<file path="src/logic/ocp_consts.svh">
// offsets, field positions, key values and timing figures of the page programmer
`ifndef OCP_CONSTS_SVH
`define OCP_CONSTS_SVH
`define OCP_A_PAGE1_STAT 8'h00
`define OCP_A_PAGE2_STAT 8'h01
`define OCP_A_SEC_BLK 8'h02
`define OCP_A_DED_BLK 8'h03
`define OCP_A_KEY1A 8'h10
`define OCP_A_KEY1B 8'h11
`define OCP_A_KEY1C 8'h12
`define OCP_A_KEY1D 8'h13
`define OCP_A_KEY2A 8'h14
`define OCP_A_KEY2B 8'h15
`define OCP_A_KEY2C 8'h16
`define OCP_A_KEY2D 8'h17
`define OCP_A_BURN_STAT 8'h20
`define OCP_A_BURN_CTRL 8'h21
`define OCP_A_CTRL1 8'h22
`define OCP_K1A 8'h02
`define OCP_K1B 8'hB7
`define OCP_K1C 8'h78
`define OCP_K1D 8'hBC
`define OCP_K2A 8'h7E
`define OCP_K2B 8'h12
`define OCP_K2C 8'h08
`define OCP_K2D 8'h6F
`define OCP_GO_PAGE1 8'h01
`define OCP_GO_PAGE2 8'h03
// page status bits
`define OCP_PS_OK 0
`define OCP_PS_LOADED 1
`define OCP_PS_WRN 2
`define OCP_PS_LERR 3
`define OCP_PS_TRY 4
`define OCP_PS_FMT 5
`define OCP_PS_OV 6
`define OCP_PS_UV 7
// burn status bits
`define OCP_BS_DONE 0
`define OCP_BS_UNLOCK 1
`define OCP_BS_UV 2
`define OCP_BS_OV 3
`define OCP_BS_SUV 4
`define OCP_BS_SOV 5
`define OCP_BS_PAGE 6
`define OCP_BS_HOT 7
`define OCP_CTRL1_SOFTRST 0
`define OCP_BURN_MS 100
`define OCP_CLK_MHZ 100
`define OCP_BURN_CYC (`OCP_BURN_MS * 1000 * `OCP_CLK_MHZ)
`define OCP_STAB_CYC 16
`define OCP_BLOCKS 8
`define OCP_ZERO8 8'h00
`endif

</file>
<file path="src/logic/ocp_pkg.sv">
// types shared by the page programmer
`default_nettype none
package ocp_pkg;
  typedef enum logic [2:0] {OCP_IDLE, OCP_LOAD, OCP_STAB, OCP_BURN} ocp_state_e;
  typedef enum logic [2:0] {KS_NONE, KS_1A, KS_1B, KS_1C, KS_1D, KS_2A, KS_2B, KS_2C} ocp_key_e;
endpackage
`default_nettype wire

</file>
<file path="src/logic/ocp_page_mem.sv">
// nonvolatile page array model: two pages of blocks with per-block error tags
`timescale 1ns/1ps
`default_nettype none
module ocp_page_mem
  import ocp_pkg::*;
#(
  parameter int BLOCKS = 8,
  parameter int AW = 4
) (
  input wire logic clk,
  input wire logic [AW-1:0] rdAddr,
  output logic [1:0] rdErr,
  input wire logic wrEn,
  input wire logic wrPage
);
  // per block: bit0 single error, bit1 double error; burning clears a page's marks
  // powers up clean; only the clocked process below writes it
  logic [1:0] errMem [0:2*BLOCKS-1] = '{default: 2'h0};
  logic [1:0] rdErrR;
  always_ff @(posedge clk) begin
    rdErrR <= errMem[rdAddr];
    if (wrEn) begin
      for (int i = 0; i < BLOCKS; i++) begin
        errMem[{wrPage, i[AW-2:0]}] <= 2'h0;
      end
    end
  end
  assign rdErr = rdErrR;
endmodule // ocp_page_mem
`default_nettype wire

</file>
<file path="src/logic/ocp_programmer.sv">
// customer page programmer: load report, key unlock, burn sequencing
//
// Decided for this implementation: strobed register access and the address map.
`timescale 1ns/1ps
`default_nettype none
`include "ocp_consts.svh"
module ocp_programmer
  import ocp_pkg::*;
#(
  parameter int BURN_CYC = `OCP_BURN_CYC,
  parameter int STAB_CYC = `OCP_STAB_CYC,
  parameter int BLOCKS = `OCP_BLOCKS
) (
  input wire logic clk,
  input wire logic arst_n,
  input wire logic [7:0] addr,
  input wire logic [7:0] wrData,
  input wire logic wrStb,
  input wire logic rdStb,
  output logic [7:0] rdData,
  input wire logic burnUnderVolt,
  input wire logic burnOverVolt,
  input wire logic dieTooHot,
  output logic burnBusy,
  output logic softResetPulse
);
  localparam int AW = $clog2(2*BLOCKS);
  localparam int CW = $clog2(BURN_CYC + 1);

  typedef struct packed {
    ocp_state_e st;
    ocp_key_e key;
    logic unlocked;
    logic [7:0] page1Stat;
    logic [7:0] page2Stat;
    logic [7:0] burnStat;
    logic [7:0] secBlk;
    logic [7:0] dedBlk;
    logic [7:0] rdData;
    logic [AW-1:0] loadIdx;
    logic loadPend;
    logic burnPage;
    logic [CW-1:0] cnt;
    logic burnUv;
    logic burnOv;
    logic softRst;
    logic busy;
  } ocp_state_s;

  ocp_state_s s_reg;
  ocp_state_s s_next;
  logic [1:0] blkErr;
  logic memWr;

  ocp_page_mem #(.BLOCKS(BLOCKS), .AW(AW)) u_mem (
    .clk(clk),
    .rdAddr(s_reg.loadIdx),
    .rdErr(blkErr),
    .wrEn(memWr),
    .wrPage(s_reg.burnPage)
  );

  function automatic logic [7:0] keyWant(input ocp_key_e k);
    case (k)
      KS_NONE: keyWant = `OCP_K1A;
      KS_1A: keyWant = `OCP_K1B;
      KS_1B: keyWant = `OCP_K1C;
      KS_1C: keyWant = `OCP_K1D;
      KS_1D: keyWant = `OCP_K2A;
      KS_2A: keyWant = `OCP_K2B;
      KS_2B: keyWant = `OCP_K2C;
      KS_2C: keyWant = `OCP_K2D;
      default: keyWant = `OCP_ZERO8;
    endcase
  endfunction

  function automatic logic [7:0] keyAddr(input ocp_key_e k);
    case (k)
      KS_NONE: keyAddr = `OCP_A_KEY1A;
      KS_1A: keyAddr = `OCP_A_KEY1B;
      KS_1B: keyAddr = `OCP_A_KEY1C;
      KS_1C: keyAddr = `OCP_A_KEY1D;
      KS_1D: keyAddr = `OCP_A_KEY2A;
      KS_2A: keyAddr = `OCP_A_KEY2B;
      KS_2B: keyAddr = `OCP_A_KEY2C;
      KS_2C: keyAddr = `OCP_A_KEY2D;
      default: keyAddr = `OCP_ZERO8;
    endcase
  endfunction

  logic pageAvail;
  logic goValid;

  always_comb begin
    s_next = s_reg;
    s_next.rdData = `OCP_ZERO8;
    s_next.softRst = 1'b0;
    memWr = 1'b0;
    pageAvail = 1'b0;
    goValid = 1'b0;

    // register reads; a read between key bytes voids the sequence
    if (rdStb) begin
      case (addr)
        `OCP_A_PAGE1_STAT: s_next.rdData = s_reg.page1Stat;
        `OCP_A_PAGE2_STAT: s_next.rdData = s_reg.page2Stat;
        `OCP_A_SEC_BLK: s_next.rdData = s_reg.secBlk;
        `OCP_A_DED_BLK: s_next.rdData = s_reg.dedBlk;
        `OCP_A_BURN_STAT: s_next.rdData = s_reg.burnStat;
        default: s_next.rdData = `OCP_ZERO8;
      endcase
      if (s_reg.key != KS_NONE) begin
        s_next.key = KS_NONE;
      end
    end

    // writes; trigger accepted only straight after unlock
    if (wrStb && s_reg.st == OCP_IDLE) begin
      s_next.unlocked = 1'b0;
      s_next.burnStat[`OCP_BS_UNLOCK] = 1'b0;
      if (addr == keyAddr(s_reg.key) && wrData == keyWant(s_reg.key)) begin
        if (s_reg.key == KS_2C) begin
          s_next.key = KS_NONE;
          s_next.unlocked = 1'b1;
          s_next.burnStat[`OCP_BS_UNLOCK] = 1'b1;
        end else begin
          s_next.key = ocp_key_e'(s_reg.key + 3'h1);
        end
      end else begin
        s_next.key = KS_NONE;
        if (addr == `OCP_A_BURN_CTRL && s_reg.unlocked &&
            (wrData == `OCP_GO_PAGE1 || wrData == `OCP_GO_PAGE2)) begin
          goValid = 1'b1;
        end
        if (addr == `OCP_A_CTRL1 && wrData[`OCP_CTRL1_SOFTRST]) begin
          s_next.softRst = 1'b1;
          s_next.st = OCP_LOAD;
          s_next.loadIdx = '0;
          s_next.loadPend = 1'b1;
          s_next.secBlk = `OCP_ZERO8;
          s_next.dedBlk = `OCP_ZERO8;
          s_next.page1Stat[`OCP_PS_LOADED] = 1'b0;
          s_next.page1Stat[`OCP_PS_WRN] = 1'b0;
          s_next.page1Stat[`OCP_PS_LERR] = 1'b0;
          s_next.page2Stat[`OCP_PS_LOADED] = 1'b0;
          s_next.page2Stat[`OCP_PS_WRN] = 1'b0;
          s_next.page2Stat[`OCP_PS_LERR] = 1'b0;
        end
      end
    end

    if (goValid) begin
      s_next.burnStat = `OCP_ZERO8;
      s_next.burnPage = wrData == `OCP_GO_PAGE2;
      if (wrData == `OCP_GO_PAGE2) begin
        pageAvail = !s_reg.page2Stat[`OCP_PS_TRY] && !s_reg.page2Stat[`OCP_PS_FMT];
      end else begin
        pageAvail = !s_reg.page1Stat[`OCP_PS_TRY] && !s_reg.page1Stat[`OCP_PS_FMT];
      end
      if (!pageAvail) begin
        s_next.burnStat[`OCP_BS_PAGE] = 1'b1;
      end else if (dieTooHot) begin
        s_next.burnStat[`OCP_BS_HOT] = 1'b1;
      end else begin
        s_next.st = OCP_STAB;
        s_next.cnt = '0;
        s_next.burnUv = 1'b0;
        s_next.burnOv = 1'b0;
      end
    end

    case (s_reg.st)
      OCP_IDLE: begin
      end
      OCP_LOAD: begin
        // memory read data lags the index by one cycle
        if (s_reg.loadPend) begin
          s_next.loadPend = 1'b0;
        end else begin
          if (blkErr[1]) begin
            s_next.dedBlk = 8'(s_reg.loadIdx);
            if (s_reg.loadIdx[AW-1]) s_next.page2Stat[`OCP_PS_LERR] = 1'b1;
            else s_next.page1Stat[`OCP_PS_LERR] = 1'b1;
          end else if (blkErr[0]) begin
            s_next.secBlk = 8'(s_reg.loadIdx);
            if (s_reg.loadIdx[AW-1]) s_next.page2Stat[`OCP_PS_WRN] = 1'b1;
            else s_next.page1Stat[`OCP_PS_WRN] = 1'b1;
          end
          if (s_reg.loadIdx == AW'(2*BLOCKS-1)) begin
            s_next.st = OCP_IDLE;
            // newest valid page is the load source
            if (s_reg.page2Stat[`OCP_PS_OK]) s_next.page2Stat[`OCP_PS_LOADED] = 1'b1;
            else if (s_reg.page1Stat[`OCP_PS_OK]) s_next.page1Stat[`OCP_PS_LOADED] = 1'b1;
          end else begin
            s_next.loadIdx = s_reg.loadIdx + AW'(1);
            s_next.loadPend = 1'b1;
          end
        end
      end
      OCP_STAB: begin
        s_next.cnt = s_reg.cnt + CW'(1);
        if (burnUnderVolt || burnOverVolt) begin
          // attempt flag untouched: page stays available
          s_next.burnStat[`OCP_BS_SUV] = burnUnderVolt;
          s_next.burnStat[`OCP_BS_SOV] = burnOverVolt;
          s_next.st = OCP_IDLE;
        end else if (s_reg.cnt == CW'(STAB_CYC - 1)) begin
          s_next.cnt = '0;
          s_next.st = OCP_BURN;
          if (s_reg.burnPage) s_next.page2Stat[`OCP_PS_TRY] = 1'b1;
          else s_next.page1Stat[`OCP_PS_TRY] = 1'b1;
        end
      end
      OCP_BURN: begin
        s_next.cnt = s_reg.cnt + CW'(1);
        if (burnUnderVolt) begin
          s_next.burnUv = 1'b1;
          s_next.burnStat[`OCP_BS_UV] = 1'b1;
        end
        if (burnOverVolt) begin
          s_next.burnOv = 1'b1;
          s_next.burnStat[`OCP_BS_OV] = 1'b1;
        end
        if (s_reg.cnt == CW'(BURN_CYC - 1)) begin
          s_next.st = OCP_IDLE;
          s_next.burnStat[`OCP_BS_DONE] = 1'b1;
          memWr = 1'b1;
          if (s_reg.burnPage) begin
            // next-state flags so an excursion in the last cycle still counts
            s_next.page2Stat[`OCP_PS_OK] = !(s_next.burnUv || s_next.burnOv);
            s_next.page2Stat[`OCP_PS_UV] = !s_next.burnUv;
            s_next.page2Stat[`OCP_PS_OV] = !s_next.burnOv;
            s_next.page2Stat[`OCP_PS_LOADED] = 1'b1;
          end else begin
            s_next.page1Stat[`OCP_PS_OK] = !(s_next.burnUv || s_next.burnOv);
            s_next.page1Stat[`OCP_PS_UV] = !s_next.burnUv;
            s_next.page1Stat[`OCP_PS_OV] = !s_next.burnOv;
          end
        end
      end
      default: s_next.st = OCP_IDLE;
    endcase
    // registered so the busy pin never glitches on a state decode
    s_next.busy = s_next.st == OCP_STAB || s_next.st == OCP_BURN;
  end

  always_ff @(posedge clk or negedge arst_n) begin
    if (!arst_n) begin
      s_reg <= '0;
      s_reg.st <= OCP_LOAD;
      s_reg.loadPend <= 1'b1;
    end else begin
      s_reg <= s_next;
    end
  end

  assign rdData = s_reg.rdData;
  assign burnBusy = s_reg.busy;
  assign softResetPulse = s_reg.softRst;
endmodule // ocp_programmer
`default_nettype wire

</file>
<file path="config.mk">
export PLATFORM = sky130hd
export DESIGN_NAME = ocp_programmer
export DESIGN_NICKNAME = d
export VERILOG_FILES = /design/src/logic/ocp_pkg.sv /design/src/logic/ocp_page_mem.sv /design/src/logic/ocp_programmer.sv
export VERILOG_INCLUDE_DIRS = /design/src /design/src/logic
export SDC_FILE = /design/constraint.sdc
export NUM_CORES = 1
export LEC_CHECK = 0
export ABC_CLOCK_PERIOD_IN_PS = 2900
export BUFFER_PORTS_ARGS = -buffer_cell sky130_fd_sc_hd__buf_4
export CAP_MARGIN = 30
export CORE_UTILIZATION = 45
export CTS_BUF_LIST = sky130_fd_sc_hd__clkbuf_2
export DETAILED_ROUTE_END_ITERATION = 8
export PLACE_DENSITY = 0.65
export SLEW_MARGIN = 20
export SYNTH_ARGS = -nofsm -noshare
export SYNTH_HDL_FRONTEND = slang
export SYNTH_SLANG_ARGS = --single-unit
</file>
<file path="constraint.sdc">
create_clock -name clk -period 2.9 [get_ports clk]
set_input_delay 0.58 -clock clk [delete_from_list [all_inputs] [get_ports clk]]
set_output_delay 0.58 -clock clk [all_outputs]
set_load 0.02 [all_outputs]
</file>
==> results.toml, run 1 <==
[status]
status = "finished clean"

[routing]
drtIter0Drc = 113
vias = 2972
drc = 0
routed_via_density = 5.672
wl_per_cell_um = 15.74
drt-total-wl_um = 8246
ant_nets = 0
dr.pass1.iters = 4

[logic_synthesis]
yosys-top-cells-count = "65 x dfrtp_1, 40 x nor2_1, 29 x nand2_1"
synth.yosys.seq_area_share = 0.4503
yosysTopAreaCell = "dfrtp_1"
netlist_area_um2 = 3729
yosysWarnings = 0
synth_ff_type = "dfrtp_1"
synth_fp_nets = 414
async_flop_share = 1.000
synth_cell_types = 58
post-synth-top-area-fraction = 0.4362
synth_cells = 382
synth_edf_count = 0
yosysMostFrequentCell = "dfrtp_1"
ys_seq_elements = 67
synth_area_leaders = "dfrtp_1 44%, nor2_1 4.0%, mux2_2 3.3%"
syn_area_per_cell_um2 = 9.761

[clock_network]
clockBufferDepth = 2
cts_buffers = 9
post_cts_buffers = 0
cts.sinks = 67
cts_tree = "built"
hold_buffers = 0
clk_pin_slew_ns = 0.23
cts.root.buffer_cell = "clkbuf_2"
clk_latency_ns = 0.52
htreeDepth = 3
cts.repair.resized = 0

[timing]
maxSlewViolCount = 0
finalSetupViolCount = 0
fin_tns_setup_ns = 0
fmax_mhz = 383.5
setup_slack_ns = 0.2922
finalCritPeriodShare = 0.8992
max-slew-margin-rel = 0.4557
tightestPinTransition_ns = 0.8164
clock_skew_ns = 0.03153
hold_viol_final = 0
fin_crit_ns = 2.608
rsz0062_at_grt = "no"

[global_route]
antenna_found_initial = 0
grt_pass1_wl_um = 14010
grt_max_degree = 68
grt.total_usage = 0.2072
grt-ovfl-total = 0
grt_pass1_vias = 2855

[place]
place_congestion = 0.8084
port_buffers = 32
hpwlAfterDp_um = 6079
dp_cells = 508
place_ws_ns = 0.05847

[die]
boundaryPins = 33
die_x_um = 93.03
die-area_um2 = 8654
core_area_um2 = 7888
initial_utilization = 0.4727
die_h_um = 93.03
rows = 32

[pwr]
switching_share = 0.2751
p_seq_frac = 0.574
power_leakage_uw = 0.001840
p_clk_frac = 0.366
p_int_uw = 1200
p_per_area_nw_per_um2 = 393.8
vdd_drop_max_mv = 0.1936
p_switching_uw = 455.5
p_comb_frac = 0.060

[layout]
largest_reg_flops = 57
regArea_um2 = 1679
diodes = 0
area_growth_pct = 12.75
fill_cells = 685
fin_nets = 449
multi_input_area_um2 = 1899
drive_gt1_frac = 0.1919
final_cells = 524

[worst_setup_path]
critPathCaptureType = "flop"
start_kind = "flop"
crit_type = "flop to flop"
cp-startpoint = "s_reg[87]$_DFF_PN0_"
cp_max_fo = 10
crit_required_ns = 3.30
r2r-start = "s_reg[87]$_DFF_PN0_"
worst_ep_arrival_time_ns = 3.01

[min_path]
hold_path_class = "input port to asynchronous set/reset pin"

[flow_run]
maxCapViolations = 0
-- routing by layer --
layer,global-route usage,up-vias,wire (um)
li1,-,1462,-
met1,0.2681,1448,3670
met2,0.3456,50,4110
met3,0.05691,12,365
met4,0.04744,0,99
met5,0,-,0
-- layout make-up --
| type | count | area share |
|---|---|---|
| inverter | 11 | 0.009821 |
| clock inverter | 7 | 0.01994 |
| timing repair buffer | 42 | 0.07798 |
| clock buffer | 9 | 0.01071 |
| sequential | 67 | 0.3994 |
| multi-input combinational | 286 | 0.4518 |
| tap | 102 | 0.03036 |
-- power groups by stage --
stage                     clock network, uW  registers, uW  logic (uW)
after CTS                               624            950         102
after floorplan                           0            964        40.5
after global placement                    0            965         101
final                                   606            950        99.9
after detailed placement                  0            966         102
after global routing                    664            952         111
-- placed cells by master (no fill, tap or decap), types with 6 or more instances in the layout --
cell / Yosys / layout
dfrtp_1: 65 / 65
buf_4: 8 / 41
nor2_1: 40 / 40
nand2_1: 29 / 29
o21ai_0: 19 / 19
a21oi_1: 17 / 17
nand3_1: 16 / 16
xnor2_1: 14 / 14
inv_1: 11 / 11
mux2_2: 11 / 11
or3_1: 10 / 10
a22o_1: 10 / 10
nor4_1: 9 / 9
nor3_1: 9 / 9
ha_1: 9 / 9
clkbuf_2: 0 / 9
nand4_1: 7 / 7
and3_1: 7 / 7
a22oi_1: 6 / 6
xor2_1: 6 / 6
-- cell families (layout without fill, tap and decap cells) --
group / Yosys count / count (layout) / share of synthesized area
other: 1 / 1 / 0.001006
AND/OR/NAND/NOR: 156 / 156 / 0.2248
multiplexers: 14 / 14 / 0.04128
adder cells (fa/ha/maj): 9 / 9 / 0.03020
flip-flops: 67 / 67 / 0.4503
buffers and inverters: 29 / 69 / 0.04027
XOR/XNOR: 20 / 20 / 0.04698
AO/OA/AOI/OAI: 86 / 86 / 0.1651
-- critical path, stage by stage (launching register included) --
cell and delay [ns]:
dfrtp_1 0.50, or4b_1 0.60, nor4b_4 0.37, o2111ai_4 0.17
buf_4 0.21, a2111oi_1 0.41, xnor2_1 0.18, nor2_1 0.06
-- worst paths after layout --
check	slack [ns]	endpoint	cells past startpoint
setup reg to reg	0.29	s_reg[23]$_DFFE_PN0P_	7
setup / recovery	0.29	s_reg[23]$_DFFE_PN0P_	7
hold / removal	0.09	s_reg[85]$_DFFE_PN0P_	1
hold reg to reg	0.51	s_reg[65]$_DFFE_PN0N_	2
min in group clk	0.29	s_reg[2]$_DFF_PN0_	2
max in group asynchronous	2.23	s_reg[23]$_DFFE_PN0P_	1
-- metrics by stage --
step / power, uW / hold slack [ns] / cell area [um^2] / util
floorplan: 1005 / 0.2844 / 3729 / -
global placement: 1066 / 0.4546 / 4075 / 0.5167
detailed placement: 1067 / 0.4657 / 4075 / 0.5167
CTS: 1675 / 0.1176 / 4204 / 0.5330
global route: 1727 / 0.1257 / 4204 / 0.5330
finish: 1656 / 0.09152 / 4204 / 0.5330
No activity file was read; power rests on OpenSTA's default activity.
==> inputs of run 2 (changes only) <==
- RECOVER_POWER: default -> 25
==> run 2 against run 1 <==
  * The flow now finishes with violations (capacitance limit, slew limit)
  * Combinational power decreased by 0.4%
  * Register-to-register slack about the same
  * Worst setup slack unchanged
  * Via count unchanged
  * Sequential cell count unchanged
  * First-iteration DRC count unchanged
  * Power about the same
  * Highest routed layer unchanged
==> results.toml, run 2 (synthesis results as in run 1) <==
[pwr]
power_leakage_uw = 0.001839
vdd_drop_max_mv = 0.1936
p_per_area_nw_per_um2 = 394.0

[worst_setup_path]
worst_ep_arrival_time_ns = 3.01
start_kind = "flop"
worst_path_max_delay_cell = "or4b_1"
cp-startpoint = "s_reg[87]$_DFF_PN0_"
crit_type = "flop to flop"
cp_top_family = "simple AND/OR/NAND/NOR gates"
cp_max_fo = 10
r2r-end = "s_reg[23]$_DFFE_PN0P_"
path_buf_inv = 1
r2r-start = "s_reg[87]$_DFF_PN0_"
r2r_cells = 7
critPathCaptureType = "flop"
reg2reg_slack_ns = 0.29
crit_required_ns = 3.30
max_stage_delay_ns = 0.60
worstPathCellList = "or4b_1, nor4b_4, o2111ai_4, buf_4, a2111oi_1, xnor2_1, nor2_1"

[timing]
fin_tns_setup_ns = 0
rsz0062_at_grt = "no"
fmax_mhz = 383.5
finalSetupViolCount = 0
tightestPinTransition_ns = 1.599
finalCritPeriodShare = 0.8992
max-slew-margin-rel = -0.06610
clock_skew_ns = 0.03153
setup_slack_ns = 0.2922
fin_crit_ns = 2.608
maxSlewViolCount = 68
hold_viol_final = 0

[layout]
final_common_cell = "dfrtp_1"
final_area_um2 = 4202
final_cell_mix = "65 x dfrtp_1, 40 x nor2_1, 40 x buf_4"
largest_reg_flops = 57
drive_gt1_frac = 0.1919
area_growth_pct = 12.68
fin_nets = 449
diodes = 0
fill_cells = 686

[place]
place_ws_ns = 0.05847
place_congestion = 0.8084
port_buffers = 32
placed_area_um2 = 4075
hpwlAfterDp_um = 6079

[min_path]
hold_path_class = "input port to flop"
hp-start = "burnOverVolt"
holdPathStages = 2
whs_endpoint = "s_reg[2]$_DFF_PN0_"

[routing]
drtIter0Drc = 113
drt-total-wl_um = 8245
ant_nets = 0
drc = 0
wl_per_cell_um = 15.73
vias = 2972
routed_via_density = 5.672
dr.pass1.iters = 4

[die]
die_x_um = 93.03
boundaryPins = 33
rows = 32
core_area_um2 = 7888
die_h_um = 93.03
initial_utilization = 0.4727
die-area_um2 = 8654

[global_route]
grt_pass1_vias = 2855
grt.total_usage = 0.2072
grt_pass1_wl_um = 14010
grt_max_degree = 68
antenna_found_initial = 0
grt-ovfl-total = 0

[flow_run]
maxCapViolations = 1

[clock_network]
clk_pin_slew_ns = 0.23
hold_buffers = 0
htreeDepth = 3
post_cts_buffers = 0
cts_buffers = 9
cts.repair.resized = 0
cts_tree = "built"
cts.sinks = 67
clk_latency_ns = 0.52
cts.root.buffer_cell = "clkbuf_2"
clockBufferDepth = 2

[status]
status = "complete, but fails checks"
violations = "capacitance limit, slew limit"
run 2: changes by cell type in the layout (fill, tap and decap cells not counted), sizes merged:
cell | before | now
buf | 42 | 41
clkbuf | 9 | 10
run 2: worst max-delay path by stage:
stage	to	cells past startpoint
6_report	s_reg[23]$_DFFE_PN0P_	7
5_1_grt	s_reg[22]$_DFFE_PN0P_	7
4_1_cts	s_reg[23]$_DFFE_PN0P_	7
3_5_place_dp	s_reg[21]$_DFFE_PN0P_	8
3_3_place_gp	s_reg[23]$_DFFE_PN0P_	8
2_1_floorplan	s_reg[9]$_DFFE_PN0P_	7
run 2: stage by stage:
stage,utilization,power [uW],instances,hold WS [ns]
after global placement,0.5167,1066,508,0.4546
after floorplan,-,1005,382,0.2844
after CTS,0.5330,1675,524,0.1176
after global routing,0.5327,1727,524,0.2443
after detailed placement,0.5167,1067,508,0.4657
final,0.5327,1655,524,0.2882
run 2: final cells by class:
cell class	count	area, um^2	share of cell area
clock buffer	9	45.04	0.01072
timing repair buffer	42	325.3	0.07743
sequential	67	1679	0.3996
clock inverter	7	83.83	0.01995
tap	102	127.6	0.03038
multi-input combinational	286	1899	0.4521
inverter	11	41.29	0.009827
run 2: layer usage:
metal  up-vias  global-route usage  wire length [um]
met5         -                   0                 0
met4         0             0.04744                99
met3        12             0.05691               364
met2        50              0.3456              4110
met1      1448              0.2681              3671
li1       1462                   -                 -
run 2: worst register-to-register path: cells and delay by family, from the launching register on:
family	cells	cell delay, ns
flip-flops	1	0.50
XOR/XNOR	1	0.18
AO/OA/AOI/OAI	2	0.59
buffers and inverters	1	0.21
AND/OR/NAND/NOR	3	1.04
run 2: power breakdown:
group          internal [uW]  switching, uW
combinational           41.8           57.6
clock                    214            392
sequential               944           6.09
==> inputs of run 3 (changes only) <==
- CORE_ASPECT_RATIO: default -> 1.5
==> run 3 against run 2 <==
  * Sequential share of layout area about the same
  * Sequential cell count unchanged
  * First-iteration DRC count increased by 87%
  * Cell count increased by 0.57%
  * Worst hold slack improved by 0.015 ns
  * Clock power increased by 6.4%
  * Critical path type unchanged
  * Critical path depth unchanged
  * Global-route usage increased by 0.55 points
  * Clock-buffer cell count unchanged
  * Sequential power about the same
  * The flow still finishes with violations (capacitance limit, slew limit)
  * Utilization decreased by 0.81 points
==> results.toml, run 3 (synthesis results as in run 1) <==
[status]
status = "complete, but fails checks"
violations = "capacitance limit, slew limit"

[timing]
holdWs_ns = 0.3036
max-slew-margin-rel = -0.09677
finalSetupViolCount = 0
clock_skew_ns = 0.02563
finalCritPeriodShare = 0.9194
fmax_mhz = 375.1
hold_viol_final = 0
fin_crit_ns = 2.666
maxSlewViolCount = 68
setup_slack_ns = 0.2338
tightestPinTransition_ns = 1.645
rsz0062_at_grt = "no"

[routing]
vias = 3016
drc = 0
dr.pass1.iters = 5
ant_nets = 0
drtIter0Drc = 211
routed_via_density = 5.723
wl_per_cell_um = 16.28
drt-total-wl_um = 8582

[worst_setup_path]
r2r-start = "s_reg[88]$_DFF_PN0_"
critPathCaptureType = "flop"
worst_ep_arrival_time_ns = 3.06
cp-startpoint = "s_reg[88]$_DFF_PN0_"
reg2reg_slack_ns = 0.23
start_kind = "flop"
crit_required_ns = 3.30
crit_type = "flop to flop"
cp_max_fo = 17

[layout]
final_cells = 527
area_growth_pct = 12.65
fin_nets = 449
final_cell_mix = "65 x dfrtp_1, 41 x buf_4, 40 x nor2_1"
drive_gt1_frac = 0.1872
regArea_um2 = 1679
final_util = 0.5245
final_common_cell = "dfrtp_1"
multi_input_area_um2 = 1899
diodes = 0
final_area_um2 = 4200
largest_reg_flops = 57
fill_cells = 747

[global_route]
grt.total_usage = 0.2127
grt-ovfl-total = 0
grt_max_degree = 68
grt_pass1_vias = 2999
antenna_found_initial = 0
grt_pass1_wl_um = 14550

[place]
port_buffers = 32
placed_area_um2 = 4066
hpwlAfterDp_um = 6278
place_congestion = 0.8143
place_ws_ns = -0.01072
dp_cells = 511

[pwr]
p_per_area_nw_per_um2 = 403.6
power_leakage_uw = 0.001831
vdd_drop_max_mv = 0.2165

[clock_network]
post_cts_buffers = 0
clockBufferDepth = 2
clk_latency_ns = 0.52
clk_pin_slew_ns = 0.22
cts.sinks = 67
cts_tree = "built"
cts_buffers = 9
cts.root.buffer_cell = "clkbuf_2"
hold_buffers = 0
cts.repair.resized = 0
htreeDepth = 3

[die]
die-area_um2 = 8661
die_h_um = 113.5
boundaryPins = 33
die_x_um = 76.32
initial_utilization = 0.4656
core_area_um2 = 8008
rows = 40

[flow_run]
maxCapViolations = 1

[min_path]
hold_path_class = "input port to flop"
hp-start = "burnOverVolt"
## run 3: changes by cell type in the layout (fill, tap and decap cells not counted)
cell,previous run,this run
buf_4,40,41
buf_12,1,0
clkinvlp_4,1,2
inv_6,2,1
inv_8,1,0
clkinv_1,0,2
clkinv_4,2,0
bufinv_16,1,2
## run 3: routing by layer
| metal | global-route usage | routed length [um] | up-vias | share of wire |
|---|---|---|---|---|
| li1 | - | - | 1462 | - |
| met1 | 0.2417 | 3532 | 1482 | 0.41 |
| met2 | 0.3910 | 4568 | 53 | 0.53 |
| met3 | 0.02400 | 214 | 19 | 0.025 |
| met4 | 0.1090 | 266 | 0 | 0.031 |
| met5 | 0 | 0 | - | 0 |
## run 3: final timing paths
check / endpoint / cells after the start
setup / recovery: s_reg[22]$_DFFE_PN0P_ / 7
hold / removal: s_reg[2]$_DFF_PN0_ / 2
setup reg to reg: s_reg[22]$_DFFE_PN0P_ / 7
hold reg to reg: s_reg[65]$_DFFE_PN0N_ / 2
max in group asynchronous: s_reg[19]$_DFFE_PN0P_ / 1
min in group asynchronous: softResetPulse$_DFF_PN0_ / 1
## run 3: area by class of cell
| class | instances | area share |
|---|---|---|
| Multi-Input combinational cell | 286 | 0.4522 |
| Sequential cell | 67 | 0.3998 |
| Timing Repair Buffer | 42 | 0.07447 |
| Tap cell | 105 | 0.03128 |
| Clock inverter | 7 | 0.02175 |
| Clock buffer | 9 | 0.01072 |
| Inverter | 11 | 0.009830 |
## run 3: through the flow
stage	TNS [ns]	power, uW
after floorplan	0	1005
after global placement	0	1067
after detailed placement	-0.01072	1069
after CTS	0	1705
after global routing	0	1759
final	0	1695
## run 3: power by group
group	internal, uW	switching [uW]	leakage (uW)
Sequential	944	5.87	0.000811
Combinational	41.7	58.7	0.000947
Clock	282	363	0.0000736
Total	1270	428	0.00183
## run 3: worst max-delay path: stages (launching register included)
cell and delay (ns):
dfrtp_1 0.45, or4b_1 0.65, nor4b_4 0.39, o2111ai_4 0.15, buf_4 0.23, a2111oi_1 0.47
xnor2_1 0.17, nor2_1 0.05
